## src/rtl/dpot_consts.svh

```systemverilog
// Constants of the serial digital potentiometer front end.
// Included by the top module; holds definitions only.
`ifndef DPOT_CONSTS_SVH
`define DPOT_CONSTS_SVH

// Identification byte: type field in [7:4], strap bits in [1:0]
`define DPOT_ID_TYPE 4'ha
`define DPOT_ID_TYPE_HI 7
`define DPOT_ID_TYPE_LO 4
`define DPOT_ID_ADDR_HI 1
`define DPOT_ID_ADDR_LO 0

// Instruction byte: opcode in [7:4], preset index in [3:2]
`define DPOT_OP_HI 7
`define DPOT_OP_LO 4
`define DPOT_IDX_HI 3
`define DPOT_IDX_LO 2

`define DPOT_OP_RD_WIPER 4'h9
`define DPOT_OP_WR_WIPER 4'ha
`define DPOT_OP_RD_PRESET 4'hb
`define DPOT_OP_WR_PRESET 4'hc
`define DPOT_OP_XFR_TO_WIPER 4'hd
`define DPOT_OP_XFR_TO_PRESET 4'he
`define DPOT_OP_INCDEC 4'h2
`define DPOT_OP_RD_STATUS 4'h5

// Reset contents of the preset store and wiper
`define DPOT_PRESET_INIT 8'h80
`define DPOT_WIPER_RST 8'h00

// Nonvolatile write time and the cycle count at the system clock
`define DPOT_NV_WRITE_MS 10
`define DPOT_CLK_KHZ 125000
`define DPOT_NV_WRITE_CYC (`DPOT_CLK_KHZ * `DPOT_NV_WRITE_MS)

`endif

```

## src/rtl/dpot_pkg.sv

```systemverilog
// Types shared by the potentiometer front end.
// No surroundings assumed.
package dpot_pkg;
  typedef enum logic [2:0] {
    ST_RECALL,
    ST_IDLE,
    ST_ID,
    ST_INSTR,
    ST_DATA_IN,
    ST_DATA_OUT,
    ST_INCDEC,
    ST_SKIP
  } dpot_state_e;
  typedef logic [7:0] dpot_byte_t;
endpackage

```

## src/rtl/dpot_top.sv

```systemverilog
// Serial slave front end and register logic of a 256-tap potentiometer.
// Assumes all serial pins are asynchronous to clk and sck is far slower.
// Behaviour
// - Serial output changes on sck falling edge
// - Serial input sampled on sck rising edge
// - Hold freezes the sequence in progress
// - Execute only when strap address matches
// - Chip select high: output high impedance
// - Deselected: standby unless write still running
// - Ignore everything until a chip select fall
// - Write protect low blocks preset writes
// - Wiper value decodes to one tap
// - Never more than one tap enabled
// - Direct write loads wiper serially
// - Transfer loads wiper from chosen preset
// - Increment/decrement steps wiper by one
// - Reset recalls preset zero into wiper
// - Wiper is volatile, reloaded from a preset at reset or by transfer
// - Four 8-bit presets, host readable and writable
// - Data moves both ways wiper and presets
// - Preset write completes within 10 ms
// - Busy bit high during nonvolatile write
// - First byte carries type and address
// - Step up on high input, down on low
// - Commit preset write on chip select rise
// - Read-status returns the busy bit
`include "dpot_consts.svh"
`timescale 1ns/1ns
`default_nettype none
module dpot_top #(
  parameter int NV_WRITE_CYC = `DPOT_NV_WRITE_CYC
) (
  // System
  input wire logic clk,
  input wire logic sys_rst,
  // Serial bus pins
  input wire logic cs_n,
  input wire logic sck,
  input wire logic si,
  input wire logic hold_n,
  input wire logic wp_n,
  output logic so_o,
  output logic so_oe,
  // Address straps
  input wire logic addr_strap_hi,
  input wire logic addr_strap_lo,
  // Potentiometer side
  output logic [255:0] tap_en,
  output dpot_pkg::dpot_byte_t wiper_position_reg,
  output logic nv_write_busy,
  output logic standby
);
  import dpot_pkg::*;

  localparam int CW = $clog2(NV_WRITE_CYC + 1);

  logic cs_n_s;
  logic sck_s;
  logic si_s;
  logic hold_n_s;
  logic wp_n_s;
  logic a_hi_s;
  logic a_lo_s;

  // Reset values are the idle pin levels, so no false edge follows reset
  dpot_sync #(.W(7), .RST_VAL(7'h4c)) u_sync (
    .clk(clk),
    .sys_rst(sys_rst),
    .d({cs_n, sck, si, hold_n, wp_n, addr_strap_hi, addr_strap_lo}),
    .q({cs_n_s, sck_s, si_s, hold_n_s, wp_n_s, a_hi_s, a_lo_s})
  );

  dpot_state_e state_r, state_nxt;
  logic cs_d_r, cs_d_nxt;
  logic sck_d_r, sck_d_nxt;
  logic [2:0] bit_cnt_r, bit_cnt_nxt;
  dpot_byte_t sh_r, sh_nxt;
  logic [3:0] op_r, op_nxt;
  logic [1:0] idx_r, idx_nxt;
  dpot_byte_t tx_r, tx_nxt;
  logic so_r, so_nxt;
  dpot_byte_t wiper_r, wiper_nxt;
  dpot_byte_t preset_reg [4];
  dpot_byte_t preset_nxt [4];
  logic pend_r, pend_nxt;
  logic [1:0] pend_idx_r, pend_idx_nxt;
  dpot_byte_t pend_dat_r, pend_dat_nxt;
  logic [CW-1:0] busy_cnt_r, busy_cnt_nxt;

  logic cs_fall;
  logic cs_rise;
  logic sck_rise;
  logic sck_fall;
  logic busy;
  logic byte_done;
  dpot_byte_t byte_in;

  // Edges are found on the synchronised copies, never the raw pins
  assign cs_fall = cs_d_r && !cs_n_s;
  assign cs_rise = !cs_d_r && cs_n_s;
  assign sck_rise = !sck_d_r && sck_s;
  assign sck_fall = sck_d_r && !sck_s;
  assign busy = (busy_cnt_r != '0);
  assign byte_done = (bit_cnt_r == 3'h7);
  assign byte_in = {sh_r[6:0], si_s};

  always_comb
  begin
    state_nxt = state_r;
    cs_d_nxt = cs_n_s;
    sck_d_nxt = sck_s;
    bit_cnt_nxt = bit_cnt_r;
    sh_nxt = sh_r;
    op_nxt = op_r;
    idx_nxt = idx_r;
    tx_nxt = tx_r;
    so_nxt = so_r;
    wiper_nxt = wiper_r;
    preset_nxt = preset_reg;
    pend_nxt = pend_r;
    pend_idx_nxt = pend_idx_r;
    pend_dat_nxt = pend_dat_r;
    busy_cnt_nxt = busy_cnt_r;

    // Nonvolatile cell update lands at the end of the write time
    if (busy)
    begin
      busy_cnt_nxt = busy_cnt_r - CW'(1);
      if (busy_cnt_r == CW'(1))
        preset_nxt[pend_idx_r] = pend_dat_r;
    end
    else if (cs_rise && pend_r)
    begin
      busy_cnt_nxt = CW'(NV_WRITE_CYC);
      pend_nxt = 1'b0;
    end

    if (state_r == ST_RECALL)
    begin
      wiper_nxt = preset_reg[0];
      state_nxt = ST_IDLE;
    end
    else if (cs_n_s)
      state_nxt = ST_IDLE;
    else if (cs_fall)
    begin
      // Only a falling select opens a frame; a select held low at reset
      // release still shows as a fall once the synchroniser leaves its reset level
      state_nxt = ST_ID;
      bit_cnt_nxt = 3'h0;
      pend_nxt = 1'b0;
    end
    else if (hold_n_s && state_r != ST_IDLE)
    begin
      if (sck_rise)
      begin
        sh_nxt = byte_in;
        bit_cnt_nxt = bit_cnt_r + 3'h1;
        case (state_r)
          ST_ID:
            if (byte_done)
            begin
              if (byte_in[`DPOT_ID_TYPE_HI:`DPOT_ID_TYPE_LO] ==
                  `DPOT_ID_TYPE &&
                  byte_in[`DPOT_ID_ADDR_HI] == a_hi_s &&
                  byte_in[`DPOT_ID_ADDR_LO] == a_lo_s)
                state_nxt = ST_INSTR;
              else
                state_nxt = ST_SKIP;
            end
          ST_INSTR:
            if (byte_done)
            begin
              op_nxt = byte_in[`DPOT_OP_HI:`DPOT_OP_LO];
              idx_nxt = byte_in[`DPOT_IDX_HI:`DPOT_IDX_LO];
              state_nxt = ST_SKIP;
              case (byte_in[`DPOT_OP_HI:`DPOT_OP_LO])
                `DPOT_OP_RD_WIPER:
                begin
                  tx_nxt = wiper_r;
                  state_nxt = ST_DATA_OUT;
                end
                `DPOT_OP_RD_PRESET:
                begin
                  tx_nxt = preset_reg[byte_in[`DPOT_IDX_HI:`DPOT_IDX_LO]];
                  state_nxt = ST_DATA_OUT;
                end
                `DPOT_OP_RD_STATUS:
                begin
                  tx_nxt = {7'h00, busy};
                  state_nxt = ST_DATA_OUT;
                end
                `DPOT_OP_WR_WIPER,
                `DPOT_OP_WR_PRESET:
                  state_nxt = ST_DATA_IN;
                `DPOT_OP_XFR_TO_WIPER:
                  wiper_nxt =
                    preset_reg[byte_in[`DPOT_IDX_HI:`DPOT_IDX_LO]];
                `DPOT_OP_XFR_TO_PRESET:
                  if (wp_n_s && !busy)
                  begin
                    pend_nxt = 1'b1;
                    pend_idx_nxt = byte_in[`DPOT_IDX_HI:`DPOT_IDX_LO];
                    pend_dat_nxt = wiper_r;
                  end
                `DPOT_OP_INCDEC:
                  state_nxt = ST_INCDEC;
                default:
                  state_nxt = ST_SKIP;
              endcase
            end
          ST_DATA_IN:
            if (byte_done)
            begin
              state_nxt = ST_SKIP;
              if (op_r == `DPOT_OP_WR_WIPER)
                wiper_nxt = byte_in;
              else if (wp_n_s && !busy)
              begin
                // Write protect or a running write drops the request
                pend_nxt = 1'b1;
                pend_idx_nxt = idx_r;
                pend_dat_nxt = byte_in;
              end
            end
          ST_DATA_OUT:
            if (byte_done)
              state_nxt = ST_SKIP;
          ST_INCDEC:
            if (si_s && wiper_r != 8'hff)
              wiper_nxt = wiper_r + 8'h01;
            else if (!si_s && wiper_r != 8'h00)
              wiper_nxt = wiper_r - 8'h01;
          default:
            ;
        endcase
      end
      else if (sck_fall && state_r == ST_DATA_OUT)
      begin
        so_nxt = tx_r[7];
        tx_nxt = {tx_r[6:0], 1'b0};
      end
    end
  end

  always_ff @(posedge clk)
  begin
    if (sys_rst)
    begin
      state_r <= ST_RECALL;
      cs_d_r <= 1'b1;
      sck_d_r <= 1'b0;
      bit_cnt_r <= 3'h0;
      sh_r <= 8'h00;
      op_r <= 4'h0;
      idx_r <= 2'h0;
      tx_r <= 8'h00;
      so_r <= 1'b0;
      wiper_r <= `DPOT_WIPER_RST;
      pend_r <= 1'b0;
      pend_idx_r <= 2'h0;
      pend_dat_r <= 8'h00;
      busy_cnt_r <= '0;
      for (int k = 0; k < 4; k++)
        preset_reg[k] <= `DPOT_PRESET_INIT;
    end
    else
    begin
      state_r <= state_nxt;
      cs_d_r <= cs_d_nxt;
      sck_d_r <= sck_d_nxt;
      bit_cnt_r <= bit_cnt_nxt;
      sh_r <= sh_nxt;
      op_r <= op_nxt;
      idx_r <= idx_nxt;
      tx_r <= tx_nxt;
      so_r <= so_nxt;
      wiper_r <= wiper_nxt;
      pend_r <= pend_nxt;
      pend_idx_r <= pend_idx_nxt;
      pend_dat_r <= pend_dat_nxt;
      busy_cnt_r <= busy_cnt_nxt;
      preset_reg <= preset_nxt;
    end
  end

  dpot_tap_decode #(.N(8)) u_decode (
    .clk(clk),
    .sys_rst(sys_rst),
    .pos(wiper_r),
    .tap_en(tap_en)
  );

  assign so_o = so_r;
  assign so_oe = !cs_n_s && state_r == ST_DATA_OUT;
  assign wiper_position_reg = wiper_r;
  assign nv_write_busy = busy;
  assign standby = cs_n_s && !busy;

  chk_so_hiz_desel: assert property (@(posedge clk) disable iff (sys_rst)
    cs_n_s |-> !so_oe) else $error("output driven while deselected");

  chk_tap_onehot: assert property (@(posedge clk) disable iff (sys_rst)
    $onehot(tap_en)) else $error("tap enables not one-hot");

  chk_tap_follows: assert property (@(posedge clk) disable iff (sys_rst)
    ##1 tap_en[$past(wiper_r)]) else $error("tap does not match");

  chk_so_on_fall: assert property (@(posedge clk) disable iff (sys_rst)
    !sck_fall |=> $stable(so_r)) else $error("output moved off edge");

  chk_hold_freeze: assert property (@(posedge clk) disable iff (sys_rst)
    (!hold_n_s && !cs_n_s && !cs_fall && state_r != ST_RECALL) |=>
    $stable(bit_cnt_r) && $stable(state_r))
    else $error("sequence moved during hold");

  chk_wp_blocks: assert property (@(posedge clk) disable iff (sys_rst)
    $rose(pend_r) |-> $past(wp_n_s)) else $error("protected write");

  chk_commit_cs: assert property (@(posedge clk) disable iff (sys_rst)
    $rose(busy) |-> $past(cs_rise) && $past(pend_r))
    else $error("write began without select rise");

  chk_busy_len: assert property (@(posedge clk) disable iff (sys_rst)
    $rose(busy) |-> busy_cnt_r == CW'(NV_WRITE_CYC))
    else $error("write time wrong");

  chk_incdec_sat: assert property (@(posedge clk) disable iff (sys_rst)
    (state_r == ST_INCDEC && hold_n_s && !cs_n_s && !cs_fall &&
     sck_rise && si_s && wiper_r == 8'hff) |=> wiper_r == 8'hff)
    else $error("wiper wrapped");

  chk_addr_match: assert property (@(posedge clk) disable iff (sys_rst)
    (state_r == ST_ID && state_nxt == ST_INSTR) |->
    byte_in[1:0] == {a_hi_s, a_lo_s}) else $error("address mismatch");

  chk_recall: assert property (@(posedge clk)
    $fell(sys_rst) |=> wiper_r == preset_reg[0])
    else $error("no recall after reset");
endmodule
`default_nettype wire

```

## src/rtl/dpot_sync.sv

```systemverilog
// Two-stage synchroniser, one per bit.
// Assumes asynchronous inputs and a single system clock.
`timescale 1ns/1ns
`default_nettype none
module dpot_sync #(
  parameter int W = 1,
  parameter logic [W-1:0] RST_VAL = '0
) (
  // System
  input wire logic clk,
  input wire logic sys_rst,
  // Data
  input wire logic [W-1:0] d,
  output logic [W-1:0] q
);
  genvar i;
  for (i = 0; i < W; i++)
  begin : g_bit
    logic meta_r;
    logic q_r;
    always_ff @(posedge clk)
    begin
      if (sys_rst)
      begin
        meta_r <= RST_VAL[i];
        q_r <= RST_VAL[i];
      end
      else
      begin
        meta_r <= d[i];
        q_r <= meta_r;
      end
    end
    assign q[i] = q_r;
  end
endmodule
`default_nettype wire

```

## src/rtl/dpot_tap_decode.sv

```systemverilog
// Registered one-hot decode of the wiper position onto tap switches.
// Assumes the position comes from logic on the same clock.
`timescale 1ns/1ns
`default_nettype none
module dpot_tap_decode #(
  parameter int N = 8
) (
  // System
  input wire logic clk,
  input wire logic sys_rst,
  // Position in, switch enables out
  input wire logic [N-1:0] pos,
  output logic [2**N-1:0] tap_en
);
  genvar i;
  for (i = 0; i < 2**N; i++)
  begin : g_tap
    localparam logic [N-1:0] IDX = N'(i);
    logic en_r;
    logic en_nxt;
    always_comb
    begin
      en_nxt = (pos == IDX);
    end
    always_ff @(posedge clk)
    begin
      if (sys_rst)
        en_r <= (i == 0);
      else
        en_r <= en_nxt;
    end
    assign tap_en[i] = en_r;
  end
endmodule
`default_nettype wire

```

## config.mk

```make
export PLATFORM = sky130hd
export DESIGN_NAME = dpot_top
export DESIGN_NICKNAME = d
export VERILOG_FILES = /design/src/rtl/dpot_pkg.sv /design/src/rtl/dpot_top.sv /design/src/rtl/dpot_sync.sv /design/src/rtl/dpot_tap_decode.sv
export VERILOG_INCLUDE_DIRS = /design/src /design/src/rtl
export SDC_FILE = /design/constraint.sdc
export NUM_CORES = 1
export LEC_CHECK = 0
export BUFFER_PORTS_ARGS = -buffer_cell sky130_fd_sc_hd__buf_2
export CAP_MARGIN = 20
export CORE_MARGIN = 5
export CORE_UTILIZATION = 35
export CTS_BUF_LIST = sky130_fd_sc_hd__clkbuf_8
export CTS_CLUSTER_SIZE = 30
export DETAILED_ROUTE_END_ITERATION = 16
export PLACE_DENSITY = 0.51
export SLEW_MARGIN = 20
export SYNTH_ARGS = -nofsm -noshare
export SYNTH_HDL_FRONTEND = slang
export SYNTH_HIERARCHICAL = 1
export SYNTH_SLANG_ARGS = --single-unit
```

## constraint.sdc

```tcl
create_clock -name clk -period 4.25 [get_ports clk]
set_input_delay 0.2125 -clock clk [delete_from_list [all_inputs] [get_ports clk]]
set_output_delay 0.2125 -clock clk [all_outputs]
set_load 0.1 [all_outputs]
```

# == Yosys cells after proc, flatten, opt, wreduce, memory -nomap -nowiden ==
# Index checks and enable logic that the tools add are counted.
# Widths: inputs -> output; s select.
# totals
memories,0
rom_bits,0
latchBits,0
out_inout_bits,268
register_bits,372
elab_cells,722
in_bits,9
ramBits,0
# classes
eq_ne,299
n_reduce_logical,54
n_div,0
mul,0
magnitude_cmp,3
n_bitwise,6
shift,0
muxes,66
addsub,4
# op_table
operator,count
$eq 8x8->1 const B,128
$eq 8x7->1 const B,64
$eq 8x6->1 const B,32
$mux 8,24
$eq 8x5->1 const B,16
$eq 8x4->1 const B,8
$pmux 8 s3,2
$mux 21,2
$bwmux 32,1
$eq 8x3->1 const B,4
$eq 4x4->1 const B,7
$reduce_and 6->1,4
$eq 21x1->1 const B,1
$mux 3,7
$reduce_bool 21->1,1
$sub 21x1->21 const B,1
$mux 2,9
$bmux 8 s2,1
$demux 8 s2,1
$eq 8x2->1 const B,2
$ne 2x2->1 const B,8
$pmux 8 s2,1
$reduce_bool 4->1,4
$logic_and 1x1->1,15
other kinds (44),89

# == Longest topological paths before layout ==
# depth
depth_word,14
mapped_depth,12

# == Hierarchy ==
# Netlist, hierarchy kept.
# by_module_without_submodules
mod,seq_area_each_um2,cells_each,instances,area_per_inst_um2
dpot_tap_decode,5124.9,879,1,8976.1
dpot_top,2042.0,648,1,5589.1
dpot_sync,280.3,36,1,436.7

# == Least setup slack after synthesis ==
# OpenSTA, ideal clock, no wires.
# synth_path
path_type,register to output
startpoint,reg busy_cnt_r[2]
endpoint,out standby
slack_ps,176
path_buffers,0
required_time_ps,4038
t_arrival_ps,3862
stages_incl_launch_ff,5
cell_sequence,dfxtp_1 -> or3_4 -> nor4_4 -> nand4_1 -> nor2_1
# synth_between
elab_chain_cells,3
# synth_rtl
item,line_no,source
start: declaration,dpot_top.sv:88,"logic [CW-1:0] busy_cnt_r, busy_cnt_nxt;"
start signal: assignment,dpot_top.sv:282,busy_cnt_r <= busy_cnt_nxt;
$reduce_bool 21->1,dpot_top.sv:103,assign busy = (busy_cnt_r != '0);
net nv_write_busy,dpot_top.sv:50,"output logic nv_write_busy,"
$logic_not 1->1,dpot_top.sv:298,assign standby = cs_n_s && !busy;
$logic_and 1x1->1,dpot_top.sv:298,
end: declaration,dpot_top.sv:51,output logic standby
# The timed path passes the listed nets, and every way through them passes these cells.

# == Final worst setup path ==
# layout_path
startpoint,reg wiper_r[5] (netlist: wiper_position_reg[5])
endpoint,reg wiper_r[6] (netlist: wiper_position_reg[6])
# layout_between
elab_chain_cells,9
# layout_rtl
item,line_no,source
start: declaration,dpot_top.sv:82,"dpot_byte_t wiper_r, wiper_nxt;"
start signal: assignment,dpot_top.sv:259,wiper_r <= `DPOT_WIPER_RST;
start signal: assignment,dpot_top.sv:278,wiper_r <= wiper_nxt;
$sub 8x1->8 / $ne 8x8->1 (equally long branches),"dpot_top.sv:233, dpot_top.sv:230",
$mux 8 / $logic_and 1x1->1 (equally long branches),"dpot_top.sv:232, dpot_top.sv:230",
$mux 8,dpot_top.sv:230,if (si_s && wiper_r != 8'hff)
$pmux 8 s3,dpot_top.sv:159,case (state_r)
$mux 8,dpot_top.sv:155,if (sck_rise)
$mux 8,dpot_top.sv:153,else if (hold_n_s && state_r != ST_IDLE)
$mux 8,dpot_top.sv:145,else if (cs_fall)
$mux 8,dpot_top.sv:143,else if (cs_n_s)
$mux 8,dpot_top.sv:138,if (state_r == ST_RECALL)
# Several ways; a longest one is shown, not always the timed one. The select of a mux whose other input is x is not followed.
# A chain may end at the register's enable or synchronous reset.

==> metrics.txt <==
leading area contributor after synthesis dfxtp_1; chip height 217 um; Slew HR 24.0%; DP HPWL 26800 um; number of buffers added on ports 276; row cnt 75; IO Pins 277; vias in the first global route approximately 9900; Max Fanout on Critical Path 23; skew final 0.0354 ns; PnR Total Power 8.12 mW; setup violators final 0; Slew @ Worst Pin 1.14 ns; Final Hold Fails 0; Post-Synth Adder-Cell Area under 10%; Synth async-reset ratio 0%; die outline width 217 um; largest family of logic cells by synthesized area simple AND/OR/NAND/NOR gates; drt initial violations between 900 and 1000; Setup crit start kind flip-flop; Post-synth EDFFs 0; cell area after synthesis 15000 um^2; Synth cell types 76; worst skew pair latency between 0.6 and 0.7 ns; post-synthesis simple-gate area fraction around 20%; first-pass GRT wire length between 60000 and 70000 um; first-pass iteration count of the detailed router 5; WL final 40100 um; drt wl/cell 18.8 um; clock slew at reported path FFs 0.06 ns; DR vias 10400; post-route ant nets 0; Avg Cell Area, Syn 9.60 um^2; Vias/cell ~5; Worst EP arrival 3.86 ns; synth top area cells dfxtp_1 50%, buf_4 13%, nor3_1 8.9%; largest net degree at the start of global routing 87; Worst Hold Class in -> reg; complex-gate fraction of the synthesized area 5.23%; Post-Route Utilization between 30% and 40%; Layout Cells excl Fill 2130; Peak Freq 301 MHz; area of the multi-input gates between 5000 and 6000 um^2; root buffer cell clkbuf_8; initial antenna violation count 1; max reg flops 256; Final nets 1565; Final Wtd Congestion 0.866; post-synth top area share a little under 50%; syn nets 1584; Hold Crit Start wp_n; Setup crit end kind flip-flop; Reg area 7450 um^2; Syn Inst Count 1563; PwrDens 505 nW/um^2; Max-Cap Viols 0; hold slack final between 0.3 and 0.4 ns; static leakage 6.59 nW; status finished clean; GRT Total Usage between 15 and 20%; antenna cells 0; setup repair bufs after CTS 0; critical path data required time 4.79 ns; Seq/Total Area, Yosys 49.6%; WS Path Type reg -> reg; TNS Setup 0 ns; Yosys reg bits 372; Cells after DPL roughly 2000; global route total overflow 0; clock tree buffer depth 3; Filler Cells Inserted between 4000 and 5000; YS warnings 6; RSZ-0062 raised after global routing no; top_reg_cell synth dfxtp_1; xor/xnor share of the synthesized area 0.817%; Final Cycle Share between 70% and 80%; share of post-route cells with drive strength above 1 27.7%; VDD IR max 0.396 mV; Placeable Area 42100 um^2; Starting Density 35.6%; CTS Buf Count 66; CTS tree built; Tmin final 3.32 ns; drt drc 0; Layout area overhead 7.30%; clock sinks about 370; Max Slew Vio Count 0; die area 47100 um^2; FF-to-FF Start wiper_position_reg[5]; crit path from wiper_position_reg[5]; post-synthesis mux area share 6.00%; H-tree depth 3
synthesized netlist by cell type, types with 5 or more instances:
master / instances
dfxtp_1: 372
nor3_1: 268
buf_4: 263
nor2_1: 108
clkbuf_1: 78
mux2i_1: 64
nand2_1: 45
a21oi_1: 35
o21ai_0: 30
buf_1: 27
inv_1: 15
nand2b_1: 14
buf_2: 13
ha_1: 11
mux2_2: 11
nor2b_1: 10
nor3_2: 10
nand3_1: 9
a211oi_1: 8
or3_1: 8
xor2_1: 8
nand3b_1: 7
nand4_1: 7
nand4b_1: 7
mux4_2: 6
nand4bb_1: 6
nor4_1: 6
o21a_1: 6
o22ai_1: 6
or2_1: 6
xnor2_1: 6
a22oi_1: 5
and3_1: 5
o31ai_1: 5
where the power goes:
part	internal [mW]	switching, mW	leakage (nW)
combinational	0.400	0.762	2.83
clock	1.79	1.47	0.751
sequential	3.59	0.116	3.00
stage by stage:
stage	worst slack, ns	cell area (um^2)
6_report	0.929	16100
5_1_grt	0.599	16100
4_1_cts	0.940	16100
3_5_place_dp	0.991	14700
3_3_place_gp	1.06	14700
2_1_floorplan	0.176	15000
area by class of cell:
type | count | share of cell area [%]
tap | 539 | 4.19
inverter | 15 | 0.350
clock inverter | 38 | 1.56
multi-input combinational | 790 | 31.2
timing repair buffer | 299 | 9.87
sequential | 372 | 46.3
clock buffer | 77 | 6.58
timing repair:
action,4_1_cts,5_1_grt
resized for setup,0,0
hold endpoints to repair,19,0
hold buffers,8,0
endpoints found under the setup margin,0,0
worst max-delay path, stage by stage (launching register included):
cell,delay (ns)
dfxtp_1,0.80
nand4_1,0.20
nor2_1,0.18
nand2_1,0.07
nand2_1,0.27
inv_1,0.09
fa_1,0.40
nand2b_1,0.19
a21oi_1,0.26
mux2i_1,0.24
a221oi_1,0.09
nor4_1,0.31
a31o_2,0.15
path summary, 6_finish.rpt:
check | end | slack, ns | cells after the start
setup / recovery | wiper_position_reg[6] | 0.93 | 12
hold / removal | u_sync/g_bit[2].meta_r | 0.32 | 3
setup reg to reg | wiper_position_reg[6] | 0.93 | 12
hold reg to reg | u_sync/g_bit[3].q_r | 0.40 | 1
cells by family after synthesis:
group                      after synthesis
and+or+nand+nor                        560
muxes                                   81
adders and majority gates               12
AOI/OAI and AO/OA                      123
buffers and inverters                  401
xor gates and xnor gates                14
DFF                                    372
placed cells by master (no fill, tap or decap), drive strengths merged, types with 7 or more instances in the layout:
cell type    count
nand3            9
nor2           110
nand2           46
or4              7
o21ai           32
nor4            11
dfxtp          372
dlygate4sd3      8
or3              9
or2             10
xor2             8
clkbuf          77
nor2b           10
nor3           278
clkinv           7
a211oi           8
nand3b           7
nand4b           7
buf            291
nand4            7
a21oi           35
inv             41
nand2b          14
mux2i           64
mux2            11
ha              11
layer usage:
layer	wire [um]	share of wire [%]	track usage (%)	vias to the layer above
met5	0	0	0	-
met4	949	2.4	5.33	0
met3	3230	8.1	5.20	71
met2	17700	44	24.7	357
met1	18300	45	21.7	4956
li1	-	-	-	5055
Power figures use the tool's default switching activity.
